[src/inc/eki_pkg.sv]
/*
 external and keypad interrupt package: register offsets, reset values,
 field layout and the packed carriers shared by the design.
 assumes a byte-wide register port with one-cycle read latency.
*/
package eki_pkg;

  localparam int unsigned ADDR_W = 8;
  localparam int unsigned DATA_W = 8;
  localparam int unsigned KEY_N = 8;

  // register offsets
  localparam logic [7:0] OFS_POLARITY = 8'h9C;
  localparam logic [7:0] OFS_ENABLE = 8'h9D;
  localparam logic [7:0] OFS_PENDING = 8'h9E;
  localparam logic [7:0] OFS_MODE = 8'h9F;
  localparam logic [7:0] OFS_EXT_CTRL = 8'hA0;
  localparam logic [7:0] OFS_IRQ_STAT = 8'hA1;
  localparam logic [7:0] OFS_IRQ_MASK = 8'hA2;

  localparam logic [7:0] RST_BYTE = 8'h00;

  // ext control layout: [0] trigger_type_zero, [1] trigger_type_one,
  // [2] ext_request_flag zero, [3] ext_request_flag one (read only)
  localparam int unsigned EC_TT0 = 0;
  localparam int unsigned EC_TT1 = 1;
  localparam int unsigned EC_IE0 = 2;
  localparam int unsigned EC_IE1 = 3;

  // irq status layout: [0] ext zero, [1] ext one, [2] keypad
  localparam int unsigned IS_EXT0 = 0;
  localparam int unsigned IS_EXT1 = 1;
  localparam int unsigned IS_KEY = 2;
  localparam int unsigned IS_W = 3;

  typedef struct packed {
    logic [ADDR_W-1:0] addr;
    logic [DATA_W-1:0] wdata;
    logic wr;
    logic rd;
  } eki_bus_req_t;

  typedef struct packed {
    logic [1:0] ext_req;
    logic key_req;
    logic wake;
  } eki_cpu_req_t;

endpackage

[src/rtl/eki_top.sv]
/*
 external and keypad interrupt block: two dedicated request pins with
 level or falling-edge trigger, eight keypad pins with per-pin enable,
 mode and polarity, sticky flags, a masked level interrupt output.
 assumes pins are asynchronous, the cpu pulses an acknowledge when it
 enters a dedicated service routine, and software owns the registers.
*/
`timescale 1ns/1ps

module eki_top
  import eki_pkg::*;
#(
  parameter int unsigned KEYS = eki_pkg::KEY_N
) (
  input wire logic clk,
  input wire logic rst,
  input wire logic ce,
  input wire eki_pkg::eki_bus_req_t bus_req,
  output logic [eki_pkg::DATA_W-1:0] rdata,
  input wire logic [1:0] ext_request_pin_n,
  input wire logic [KEYS-1:0] keypad_port,
  input wire logic [1:0] ext_service_ack,
  output eki_pkg::eki_cpu_req_t cpu_req,
  output logic irq
);
  import eki_pkg::*;

  ////////////////////////////////////////////////////////////////////
  // synchronisers and sample history

  logic [1:0] ext_meta_ff;
  logic [1:0] ext_sync_ff;
  logic [1:0] ext_prev_ff;
  logic [KEYS-1:0] key_meta_ff;
  logic [KEYS-1:0] key_sync_ff;
  logic [KEYS-1:0] key_prev_ff;

  // two flops per pin before any logic; prev holds the earlier sample
  always_ff @(posedge clk or posedge rst) begin
    if (rst) begin
      ext_meta_ff <= 2'h3;
      ext_sync_ff <= 2'h3;
      ext_prev_ff <= 2'h3;
    end else if (ce) begin
      ext_meta_ff <= ext_request_pin_n;
      ext_sync_ff <= ext_meta_ff;
      ext_prev_ff <= ext_sync_ff;
    end
  end

  always_ff @(posedge clk or posedge rst) begin
    if (rst) begin
      key_meta_ff <= '1; // keys rest pulled high, so no false edge after reset
      key_sync_ff <= '1;
      key_prev_ff <= '1;
    end else if (ce) begin
      key_meta_ff <= keypad_port;
      key_sync_ff <= key_meta_ff;
      key_prev_ff <= key_sync_ff;
    end
  end

  ////////////////////////////////////////////////////////////////////
  // registers

  logic [DATA_W-1:0] polarity_ff;
  logic [DATA_W-1:0] enable_ff;
  logic [DATA_W-1:0] pending_ff;
  logic [DATA_W-1:0] mode_ff;
  logic [1:0] trig_type_ff;
  logic [1:0] ext_flag_ff;
  logic [IS_W-1:0] irq_stat_ff;
  logic [IS_W-1:0] irq_mask_ff;

  function automatic logic hit(input logic [ADDR_W-1:0] a, input logic [ADDR_W-1:0] ofs);
    return a == ofs;
  endfunction

  logic wr_pol;
  logic wr_en;
  logic wr_pend;
  logic wr_mode;
  logic wr_ext;
  logic wr_stat;
  logic wr_mask;
  assign wr_pol = ce && bus_req.wr && hit(bus_req.addr, OFS_POLARITY);
  assign wr_en = ce && bus_req.wr && hit(bus_req.addr, OFS_ENABLE);
  assign wr_pend = ce && bus_req.wr && hit(bus_req.addr, OFS_PENDING);
  assign wr_mode = ce && bus_req.wr && hit(bus_req.addr, OFS_MODE);
  assign wr_ext = ce && bus_req.wr && hit(bus_req.addr, OFS_EXT_CTRL);
  assign wr_stat = ce && bus_req.wr && hit(bus_req.addr, OFS_IRQ_STAT);
  assign wr_mask = ce && bus_req.wr && hit(bus_req.addr, OFS_IRQ_MASK);

  // plain configuration registers
  always_ff @(posedge clk or posedge rst) begin
    if (rst) begin
      polarity_ff <= RST_BYTE;
      enable_ff <= RST_BYTE;
      mode_ff <= RST_BYTE;
      trig_type_ff <= 2'h0;
      irq_mask_ff <= '0;
    end else begin
      if (wr_pol) polarity_ff <= bus_req.wdata;
      if (wr_en) enable_ff <= bus_req.wdata;
      if (wr_mode) mode_ff <= bus_req.wdata;
      if (wr_ext) trig_type_ff <= {bus_req.wdata[EC_TT1], bus_req.wdata[EC_TT0]};
      if (wr_mask) irq_mask_ff <= bus_req.wdata[IS_W-1:0];
    end
  end

  ////////////////////////////////////////////////////////////////////
  // keypad detection

  logic [KEYS-1:0] key_level_hit;
  logic [KEYS-1:0] key_edge_hit;
  logic [KEYS-1:0] key_detect;

  // per pin: level needs both samples at the chosen level, edge needs a change
  // into the chosen level; all pins feed one shared request
  genvar gi;
  generate
    for (gi = 0; gi < KEYS; gi++) begin : g_key
      assign key_level_hit[gi] = (key_sync_ff[gi] == polarity_ff[gi]) &&
                                 (key_prev_ff[gi] == polarity_ff[gi]);
      assign key_edge_hit[gi] = (key_sync_ff[gi] == polarity_ff[gi]) &&
                                (key_prev_ff[gi] != polarity_ff[gi]);
      assign key_detect[gi] = enable_ff[gi] &&
                              (mode_ff[gi] ? key_edge_hit[gi] : key_level_hit[gi]);
    end
  endgenerate

  // flags: reads never touch them; write sets and clears bitwise, detection wins
  logic [DATA_W-1:0] nxt_pending;
  always_comb begin
    nxt_pending = pending_ff;
    if (wr_pend) nxt_pending = bus_req.wdata;
    nxt_pending = nxt_pending | key_detect;
  end

  always_ff @(posedge clk or posedge rst) begin
    if (rst) begin
      pending_ff <= RST_BYTE;
    end else if (ce) begin
      pending_ff <= nxt_pending;
    end
  end

  ////////////////////////////////////////////////////////////////////
  // dedicated external requests

  logic [1:0] ext_fall;
  logic [1:0] ext_req;
  assign ext_fall = ext_prev_ff & ~ext_sync_ff;

  // edge flags are sticky until the cpu enters the routine; in level mode the
  // flag just follows the pin so a held request repeats
  logic [1:0] nxt_ext_flag;
  always_comb begin
    nxt_ext_flag = ext_flag_ff;
    for (int i = 0; i < 2; i++) begin
      if (trig_type_ff[i]) begin
        if (ext_service_ack[i]) nxt_ext_flag[i] = 1'b0;
        if (ext_fall[i]) nxt_ext_flag[i] = 1'b1;
      end else begin
        nxt_ext_flag[i] = ~ext_sync_ff[i];
      end
    end
  end

  always_ff @(posedge clk or posedge rst) begin
    if (rst) begin
      ext_flag_ff <= 2'h0;
    end else if (ce) begin
      ext_flag_ff <= nxt_ext_flag;
    end
  end
  assign ext_req = ext_flag_ff;

  ////////////////////////////////////////////////////////////////////
  // interrupt status, mask and cpu requests

  logic [IS_W-1:0] events;
  assign events = {|key_detect, ext_fall[1] & trig_type_ff[1] | ~ext_sync_ff[1] & ~trig_type_ff[1],
                   ext_fall[0] & trig_type_ff[0] | ~ext_sync_ff[0] & ~trig_type_ff[0]};

  // write-one-to-clear; a simultaneous event keeps its bit set
  always_ff @(posedge clk or posedge rst) begin
    if (rst) begin
      irq_stat_ff <= '0;
    end else if (ce) begin
      irq_stat_ff <= (irq_stat_ff & ~(wr_stat ? bus_req.wdata[IS_W-1:0] : '0)) | events;
    end
  end

  // outputs registered; wake comes from either dedicated flag or any keypad detection, not from a software-set flag, so even power-down exits
  always_ff @(posedge clk or posedge rst) begin
    if (rst) begin
      cpu_req <= '0;
      irq <= 1'b0;
    end else if (ce) begin
      cpu_req.ext_req <= nxt_ext_flag;
      cpu_req.key_req <= |nxt_pending;
      cpu_req.wake <= (|nxt_ext_flag) | (|key_detect);
      irq <= |(irq_stat_ff & irq_mask_ff);
    end
  end

  ////////////////////////////////////////////////////////////////////
  // read port, data valid in the cycle after the strobe only

  always_ff @(posedge clk or posedge rst) begin
    if (rst) begin
      rdata <= RST_BYTE;
    end else if (ce) begin
      rdata <= RST_BYTE;
      if (bus_req.rd) begin
        unique case (bus_req.addr)
          OFS_POLARITY: rdata <= polarity_ff;
          OFS_ENABLE: rdata <= enable_ff;
          OFS_PENDING: rdata <= pending_ff;
          OFS_MODE: rdata <= mode_ff;
          OFS_EXT_CTRL: rdata <= {4'h0, ext_req[1], ext_req[0], trig_type_ff};
          OFS_IRQ_STAT: rdata <= {5'h00, irq_stat_ff};
          OFS_IRQ_MASK: rdata <= {5'h00, irq_mask_ff};
          default: rdata <= RST_BYTE;
        endcase
      end
    end
  end
endmodule

[config.mk]
export PLATFORM = sky130hd
export DESIGN_NAME = eki_top
export DESIGN_NICKNAME = d
export VERILOG_FILES = /design/src/inc/eki_pkg.sv /design/src/rtl/eki_top.sv
export SDC_FILE = /design/constraint.sdc
export NUM_CORES = 1
export LEC_CHECK = 0
export ABC_AREA = 1
export BUFFER_PORTS_ARGS = -buffer_cell sky130_fd_sc_hd__buf_4
export CORE_ASPECT_RATIO = 0.5
export CORE_MARGIN = 2
export CORE_UTILIZATION = 50
export CTS_CLUSTER_SIZE = 14
export DETAILED_ROUTE_END_ITERATION = 16
export MAX_ROUTING_LAYER = met4
export PLACE_DENSITY = 0.7
export SETUP_SLACK_MARGIN = 0.2
export SYNTH_ARGS = -nofsm -noshare
export SYNTH_HDL_FRONTEND = slang
export SYNTH_SLANG_ARGS = --single-unit
[constraint.sdc]
create_clock -name clk -period 3.3 [get_ports clk]
set_input_delay 0.495 -clock clk [delete_from_list [all_inputs] [get_ports clk]]
set_output_delay 0.495 -clock clk [all_outputs]
set_load 0.03 [all_outputs]
== After elaboration in Yosys (flattened, before gate mapping) ==
Cells that the tools add are included.
Widths: inputs -> output; s select.

* Bits in registers: 83
* Output and inout port bits: 13
* Word-level logic and storage cells: 121
* Bits of input ports: 33

* Bitwise operators: 18
* Equality and inequality tests: 31
* Mux-type cells: 18
* Reduce and logical (&&, ||, !) cells: 36

{| class="wikitable"
|+ Operator list
! kind !! count
|-
| $eq 8x8->1 const B || 7
|-
| $pmux 8 s7 || 1
|-
| $logic_and 1x1->1 || 32
|-
| $eq 1x1->1 || 16
|-
| $mux 8 || 2
|-
| $reduce_or 8->1 || 2
|-
| $mux 1 || 14
|-
| $ne 1x1->1 || 8
|-
| $or 8x8->8 || 1
|-
| $and 3x3->3 || 2
|-
| $and 1x1->1 || 4
|-
| $not 1->1 || 4
|-
| $mux 3 || 1
|-
| $not 3->3 || 1
|-
| $or 1x1->1 || 3
|-
| $or 3x3->3 || 1
|-
| $reduce_or 3->1 || 1
|-
| $and 2x2->2 || 1
|-
| $not 2->2 || 1
|-
| $reduce_or 2->1 || 1
|}

== Longest topological paths before layout ==
Gate-level depths: netlist of the first run.

* Word-level depth: 6
* Mapped depth: 13
* Gate-level depth less buffers: 12

== Least setup slack after synthesis of the first run ==
OpenSTA, ideal clock, no wires.

* Path kind: input to register
* Start: input bus_req[15] in the netlist's numbering
* End: register polarity_ff[0]
* Setup slack: 1.738 ns
* Cell stages on the path: 9
* Data required time: 3.180 ns
* Setup time: 0.120 ns
* Path buffers: 1
* Arrival: 1.442 ns
* Cell sequence: inv_1 > nand2_2 > nor2_4 > inv_2 > nor3_4 > nand2_4 > buf_6 > nand2_2 > o21ai_2

* Longest elaborated chain between the ends: 2

{| class="wikitable"
|+ RTL lines
! what !! RTL line !! source
|-
| from (decl) || eki_top.sv:18 || <nowiki>input wire eki_pkg::eki_bus_req_t bus_req,</nowiki>
|-
| $eq 8x8->1 || eki_top.sv:76 || <nowiki>return a == ofs;</nowiki>
|-
| $logic_and 1x1->1 || eki_top.sv:86 || <nowiki>assign wr_pol = ce && bus_req.wr && hit(bus_req.addr, OFS_POLARITY);</nowiki>
|-
| to (signal assigned) || eki_top.sv:103 || <nowiki>if (wr_pol) polarity_ff <= bus_req.wdata;</nowiki>
|-
| to (decl) || eki_top.sv:66 || <nowiki>logic [DATA_W-1:0] polarity_ff;</nowiki>
|}

Every way passes these cells.
A chain may end at the register's enable or synchronous reset.

== Worst setup path in the final report of the first run ==
* Start: input bus_req[15] in the netlist's numbering
* End: register mode_ff[2]

* Longest elaborated chain between the ends: 2

{| class="wikitable"
|+ RTL lines
! what !! RTL line !! source
|-
| $eq 8x8->1 || eki_top.sv:76 ||
|-
| $logic_and 1x1->1 || eki_top.sv:89 || <nowiki>assign wr_mode = ce && bus_req.wr && hit(bus_req.addr, OFS_MODE);</nowiki>
|-
| to (signal assigned) || eki_top.sv:105 || <nowiki>if (wr_mode) mode_ff <= bus_req.wdata;</nowiki>
|-
| to (decl) || eki_top.sv:69 || <nowiki>logic [DATA_W-1:0] mode_ff;</nowiki>
|}

Every way passes these cells.

==> metrics.yaml, run 1 <==
status:
  status: "finished, final reports clean"
cts:
  clkLatencyLatePin_ns: 0.34
  tritoncts: "yes"
  ctsResizeCount: 0
  clock_path_buffers: 2
  path_clk_slew_ns: 0.06
  clock-sinks: 83
  post_cts_buffers: 0
  cts_hold_buf: 0
  cts_root_buffer: "clkbuf_16"
  cts_inserted_buffers: 9
  ctsHtreeMaxLevel: 3
yosys:
  syn-cell-area_um2: 4210
  yosys-top-cells-count: "nand2_1, inv_1, dfrtp_1, o21ai_0, nor2_1"
  synth_seq_area_share: 0.502
  ys_warn_count: 0
  dominantRegCellSynth: "dfrtp_1"
  synth_nets: 577
  synth_most_common_cell: "nand2_1"
  yosysUniqueCellTypes: 32
  synth-edff-count: 0
  syn_inst: 544
  async_flop_share: 1.00
  synth_area_leaders: "dfrtp_1, dfstp_2, nand2_1"
  yosysTopAreaCellShare: 0.315
  ys_seq_elements: 83
  syn_avg_cell_area_um2: 7.75
  synth_area_leader_cell: "dfrtp_1"
setup_path:
  critPathArrivalTime_ns: 2.07
  cp_cell_sequence: "buf_4 -> inv_1 -> nand2_2 -> nor2_4 -> nand2_1 -> inv_2 -> nand2_2 -> nand2_1 -> o21ai_1"
  crit_fanout: 16
  r2r_end: "cpu_req[0]$_DFFE_PP0P_"
  cp-end-kind: "register"
  reg2reg_depth: 7
  cpMaxStageDelayCell: "nor2_4"
  rrSetupSlack_ns: 1.67
  startpoint_type: "primary input"
  cp_slowest_stage_delay_ns: 0.32
  critPathRequiredTime_ns: 3.52
  cp_top_family: "simple AND/OR/NAND/NOR gates"
  cp.buffers_inverters: 3
  crit_start: "bus_req[15]"
  crit_type: "primary input to register"
  r2r-start: "trig_type_ff[0]$_DFFE_PP0P_"
floorplan:
  fp.dieH_um: 68.9
  start_util: 0.521
  dieArea_um2: 9220
  row_count: 23
  io_pins: 46
  die_x_um: 134
  core_um2: 8090
sta:
  fin_crit_ns: 1.85
  rsz0062_at_grt: "no"
  fmax_mhz: 540
  clock-skew-final_ns: 0.00634
  setup_viol: 0
  fin_crit_sh: 0.561
  maxSlewViolCount: 0
  fin_setup_tns_ns: 0
  relSlewSlack: 0.490
  worstMarginPinSlew_ns: 0.765
  finalHoldViolCount: 0
detailed_routing:
  drc: 0
  drtIter0Drc: 303
  vias: 3719
  detail_route.wl_per_cell_um: 14.9
  wirelength_mm: 10.5
  ant_nets: 0
  dr.pass1.iters: 5
  drt-vias-per-instance: 5.28
min_path:
  min_path_type: "primary input to async pin"
global_routing:
  grt_max_degree: 63
  grt_pass1_wl_mm: 17.4
  overflow: 0
  grt_antenna_before_repair: 0
  grt_util_all_layers: 0.260
  grt_pass1_vias: 3351
layout:
  n_antenna_cell: 0
  fin_nets: 621
  multi_input_area_um2: 1770
  drive_gt1_frac: 0.214
  syn_to_final_growth_pct: 17.7
  fillers: 770
  regArea_um2: 2110
pwr:
  power_mw: 2.60
  max-vdd-ir-drop_mv: 0.298
  powerDensity_nw_per_um2: 524
  cellLeakagePower_nw: 2.38
job:
  maxCapViolCount: 0
place:
  hpwl_mm: 7.59
  gp_congestion: 0.935
  io_buffers: 45
## logic make-up after synthesis
kind of cell,count (synthesis),share of synthesized area
and+or+nand+nor,288,0.295
AOI/OAI and AO/OA,89,0.121
buffers and inverters,82,0.0787
DFF,83,0.502
xor gates and xnor gates,2,0.00416
## report_power, final
part	internal [mW]	switching [mW]
Sequential	1.13	0.0557
Combinational	0.114	0.209
Clock	0.680	0.407
Total	1.93	0.671
## layout make-up
type / instances / area share
Inverter: 66 / 0.0505
Timing Repair Buffer: 49 / 0.0742
Sequential cell: 83 / 0.426
Clock inverter: 5 / 0.0154
Clock buffer: 11 / 0.0489
Multi-Input combinational cell: 379 / 0.356
Tap cell: 112 / 0.0283
## routing by layer
metal / up-vias / track usage / share of wire
met5: - / - / 0
met4: 0 / 0.0758 / 0.011
met3: 19 / 0.0621 / 0.069
met2: 133 / 0.354 / 0.40
met1: 1747 / 0.384 / 0.52
li1: 1820 / - / -
## state kept, by name, summed over array words and instances, names as in the netlist
signal        flops
pending_ff        8
enable_ff         8
ext_prev_ff       2
ext_meta_ff       2
trig_type_ff      2
cpu_req           4
irq_mask_ff       3
key_meta_ff       8
irq_stat_ff       3
irq               1
polarity_ff       8
ext_sync_ff       2
rdata             8
key_prev_ff       8
mode_ff           8
key_sync_ff       8
## worst max path at each step
| stage | endpoint | slack (ns) | cells past startpoint |
|---|---|---|---|
| final | mode_ff[2]$_DFFE_PP0P_ | 1.45 | 9 |
| after global routing | cpu_req[1]$_DFFE_PP0P_ | 1.21 | 10 |
| after CTS | mode_ff[2]$_DFFE_PP0P_ | 1.49 | 9 |
| after detailed placement | cpu_req[1]$_DFFE_PP0P_ | 1.12 | 12 |
| after floorplan | cpu_req[0]$_DFFE_PP0P_ | 0.72 | 1 |
| after global placement | cpu_req[1]$_DFFE_PP0P_ | 1.19 | 10 |
## per-stage QoR
| step | setup slack (ns) | utilization | instance area [µm²] | hold slack (ns) | cells |
|---|---|---|---|---|---|
| 4_1_cts | 1.49 | 0.613 | 4960 | 0.289 | 705 |
| 3_3_place_gp | 1.19 | 0.574 | 4640 | 0.453 | 689 |
| 3_5_place_dp | 1.12 | 0.574 | 4640 | 0.457 | 689 |
| 5_1_grt | 1.21 | 0.613 | 4960 | 0.338 | 705 |
| 6_report | 1.45 | 0.613 | 4960 | 0.276 | 705 |
| 2_1_floorplan | 0.718 | - | 4210 | 0.444 | 544 |
## worst reg2reg max path, cell delays in order, from the launching register on
cell and delay, ns:
dfrtp_1 0.37, inv_1 0.08, o21ai_0 0.28, o21ai_0 0.25
nor3_1 0.22, nand4_1 0.16, o21ai_0 0.10, inv_1 0.06
## cell usage in the layout, fill, tap and decap left out
| cell type | count |
|---|---|
| nand2_1 | 192 |
| inv_1 | 58 |
| dfrtp_1 | 53 |
| o21ai_0 | 49 |
| buf_4 | 49 |
| nor2_1 | 35 |
| nand3_1 | 31 |
| dfstp_2 | 30 |
| o21ai_1 | 11 |
| nand2_2 | 9 |
| nand4_1 | 9 |
| o22ai_1 | 9 |
| clkbuf_16 | 9 |
| o21ai_2 | 8 |
| inv_2 | 5 |
| a21oi_1 | 5 |
| o2111ai_1 | 4 |
| clkinv_2 | 3 |
| nor2_4 | 2 |
| nand2_4 | 2 |
| nor3_2 | 2 |
| nor3_1 | 2 |
| o21a_1 | 2 |
| clkinv_1 | 2 |
| or2_2 | 2 |
| bufinv_16 | 2 |
| nor3_4 | 1 |
| nand3_4 | 1 |
| a21boi_0 | 1 |
| xor2_1 | 1 |
| xnor2_1 | 1 |
| clkinvlp_4 | 1 |
| clkbuf_8 | 1 |
| clkbuf_1 | 1 |
Note: power is estimated with default switching activity, not from simulation.
==> run 2: changes to the inputs <==
- clock period: 3.3 -> 1.8 ns (I/O delays scaled with it)
==> metrics.yaml, run 2 (synthesized netlist as in run 1, its figures left out) <==
pwr:
  max-vdd-ir-drop_mv: 0.449  # was 0.298 mV
  p_int_mw: 3.41  # was 1.93 mW
  power_frac_seq: 0.466  # was 0.457
  comb_power_share: 0.136  # was 0.125
  switching_share: 0.270  # was 0.258
  power_mw: 4.67  # was 2.60 mW
  p_sw_mw: 1.26  # was 671 µW
  powerDensity_nw_per_um2: 916  # was 524 nW/µm²
  clkPwrFrac: 0.398  # was 0.418
  cellLeakagePower_nw: 2.46  # was 2.38 nW
sta:
  clock-skew-final_ns: 0.00437  # was 0.00634 ns
  relSlewSlack: 0.657  # was 0.490
  maxSlewViolCount: 0  # unchanged
  fin_crit_sh: 0.840
  finalHoldViolCount: 0  # unchanged
  worstMarginPinSlew_ns: 0.514  # was 0.765 ns
  rsz0062_at_grt: "no"  # unchanged
  hold_ws_ns: 0.125  # was 0.276 ns
  fmax_mhz: 661
  fin_crit_ns: 1.51
  fin_setup_tns_ns: 0  # unchanged
  worst_slack_ns: 0.288  # was 1.45 ns
  setup_viol: 0  # unchanged
detailed_routing:
  ant_nets: 0  # unchanged
  wirelength_mm: 10.6  # was 10.5 mm
  dr.pass1.iters: 5  # unchanged
  vias: 3729  # was 3,719
  drtIter0Drc: 392  # was 303
  detail_route.wl_per_cell_um: 14.7  # was 14.9 µm
  drt-vias-per-instance: 5.20  # was 5.28
  drc: 0  # unchanged
cts:
  path_clk_slew_ns: 0.06  # about the same
  clkLatencyLatePin_ns: 0.34  # about the same
  cts_inserted_buffers: 9  # unchanged
  cts_root_buffer: "clkbuf_16"  # unchanged
  tritoncts: "yes"  # unchanged
  ctsHtreeMaxLevel: 3  # unchanged
  clock-sinks: 83  # unchanged
  clock_path_buffers: 2  # unchanged
place:
  gp_congestion: 0.915  # was 0.935
  placed_cells: 698  # was 689
  hpwl_mm: 7.71  # was 7.59 mm
  dpl_cell_area_um2: 4740  # was 4640 µm²
  pre_cts_ws_ns: 0.0589  # was 1.12 ns
  io_buffers: 45  # unchanged
floorplan:
  io_pins: 46  # unchanged
  die_x_um: 134  # unchanged
  dieArea_um2: 9220  # unchanged
  fp.dieH_um: 68.9  # unchanged
  row_count: 23  # unchanged
  start_util: 0.521  # unchanged
  core_um2: 8090  # unchanged
setup_path:
  cpMaxStageDelayCell: "dfstp_2"  # was nor2_4
  cp-end-kind: "register"  # unchanged
  critPathRequiredTime_ns: 2.03  # was 3.52 ns
  cpMostUsedCell: "nand3_1"
  startpoint_type: "register"  # was primary input
  cp_slowest_stage_delay_ns: 0.53  # was 0.32 ns
  cp_cell_sequence: "inv_1 -> nand2_1 -> nand3_1 -> nand3_1 -> nand3_1 -> nor2_1 -> nand2_1 -> nor2_2 -> nor2_1"  # was buf_4 -> inv_1 -> nand2_2 -> nor2_4 -> nand2_1 -> inv_2 -> nand2_2 -> nand2_1 -> o21ai_1
  crit_type: "register to register"  # was primary input to register
  critPathArrivalTime_ns: 1.74  # was 2.07 ns
  crit_fanout: 2  # was 16
layout:
  regArea_um2: 2110  # unchanged
  n_antenna_cell: 0  # unchanged
  fin_cells: 717  # was 705
  layout_commonest_cell: "nand2_1"  # unchanged
  post-route-util: 0.631  # was 0.613
  fillers: 742  # was 770
  multi_input_area_um2: 1800  # was 1770 µm²
  syn_to_final_growth_pct: 21.0  # was 17.7%
  layout_common_cells: "nand2_1, buf_4, inv_1"  # was nand2_1, inv_1, dfrtp_1
  fin_nets: 633  # was 621
  drive_gt1_frac: 0.246  # was 0.214
  fin_area_um2: 5100  # was 4960 µm²
global_routing:
  grt_pass1_vias: 3377  # was 3,351
  grt_util_all_layers: 0.261  # was 0.260
  grt_pass1_wl_mm: 17.4  # about the same
  overflow: 0  # unchanged
  grt_max_degree: 45  # was 63
  grt_antenna_before_repair: 0  # unchanged
status:
  status: "finished, final reports clean"  # unchanged
job:
  maxCapViolCount: 0  # unchanged
min_path:
  min_path_type: "primary input to register"  # was primary input to async pin
## run 2: repair_timing
item / in CTS / in global routing
hold buffers: 1 / 0
setup buffers: 0 / 2
hold endpoints to repair: 3 / 0
resized for setup: 0 / 13
setup endpoints to repair: 0 / 3
## run 2: power groups by stage
stage	clock network, mW	logic (mW)	registers [mW]
after global placement	0	0.604	2.20
after floorplan	0	0.378	2.20
after CTS	1.88	0.620	2.17
after detailed placement	0	0.616	2.20
after global routing	1.97	0.718	2.20
final	1.86	0.633	2.18
## run 2: cell type report
type / count / area share
clock inverters: 4 / 0.00564
inverters: 66 / 0.0496
repair buffers: 61 / 0.0952
multi-input cells: 379 / 0.353
clock buffers: 12 / 0.0545
well taps: 112 / 0.0275
flip-flops and latches: 83 / 0.415
## run 2: path summary, 6_finish.rpt
check	from	endpoint	slack, ns	cells past startpoint
max in group asynchronous	rst	ext_prev_ff[0]$_DFFE_PP1P_	0.68	4
min in group asynchronous	rst	mode_ff[5]$_DFFE_PP0P_	0.53	3
setup reg to reg	key_prev_ff[2]$_DFFE_PP1P_	cpu_req[1]$_DFFE_PP0P_	0.29	9
hold / removal	keypad_port[2]	key_meta_ff[2]$_DFFE_PP1P_	0.12	3
hold reg to reg	key_meta_ff[6]$_DFFE_PP1P_	key_meta_ff[6]$_DFFE_PP1P_	0.46	2
setup / recovery	key_prev_ff[2]$_DFFE_PP1P_	cpu_req[1]$_DFFE_PP0P_	0.29	9
## run 2: per-layer routing
metal,track usage,part of all wire,vias up
met5,-,0,-
met4,0.0665,0.011,0
met3,0.0651,0.079,12
met2,0.358,0.39,141
met1,0.383,0.52,1728
li1,-,-,1848
## run 2: critical path: cells and delay by family (launching register included)
| kind | cells | cell delay (ns) |
|---|---|---|
| buffers and inverters | 1 | 0.05 |
| flip-flops | 1 | 0.53 |
| AND/OR/NAND/NOR | 8 | 0.81 |
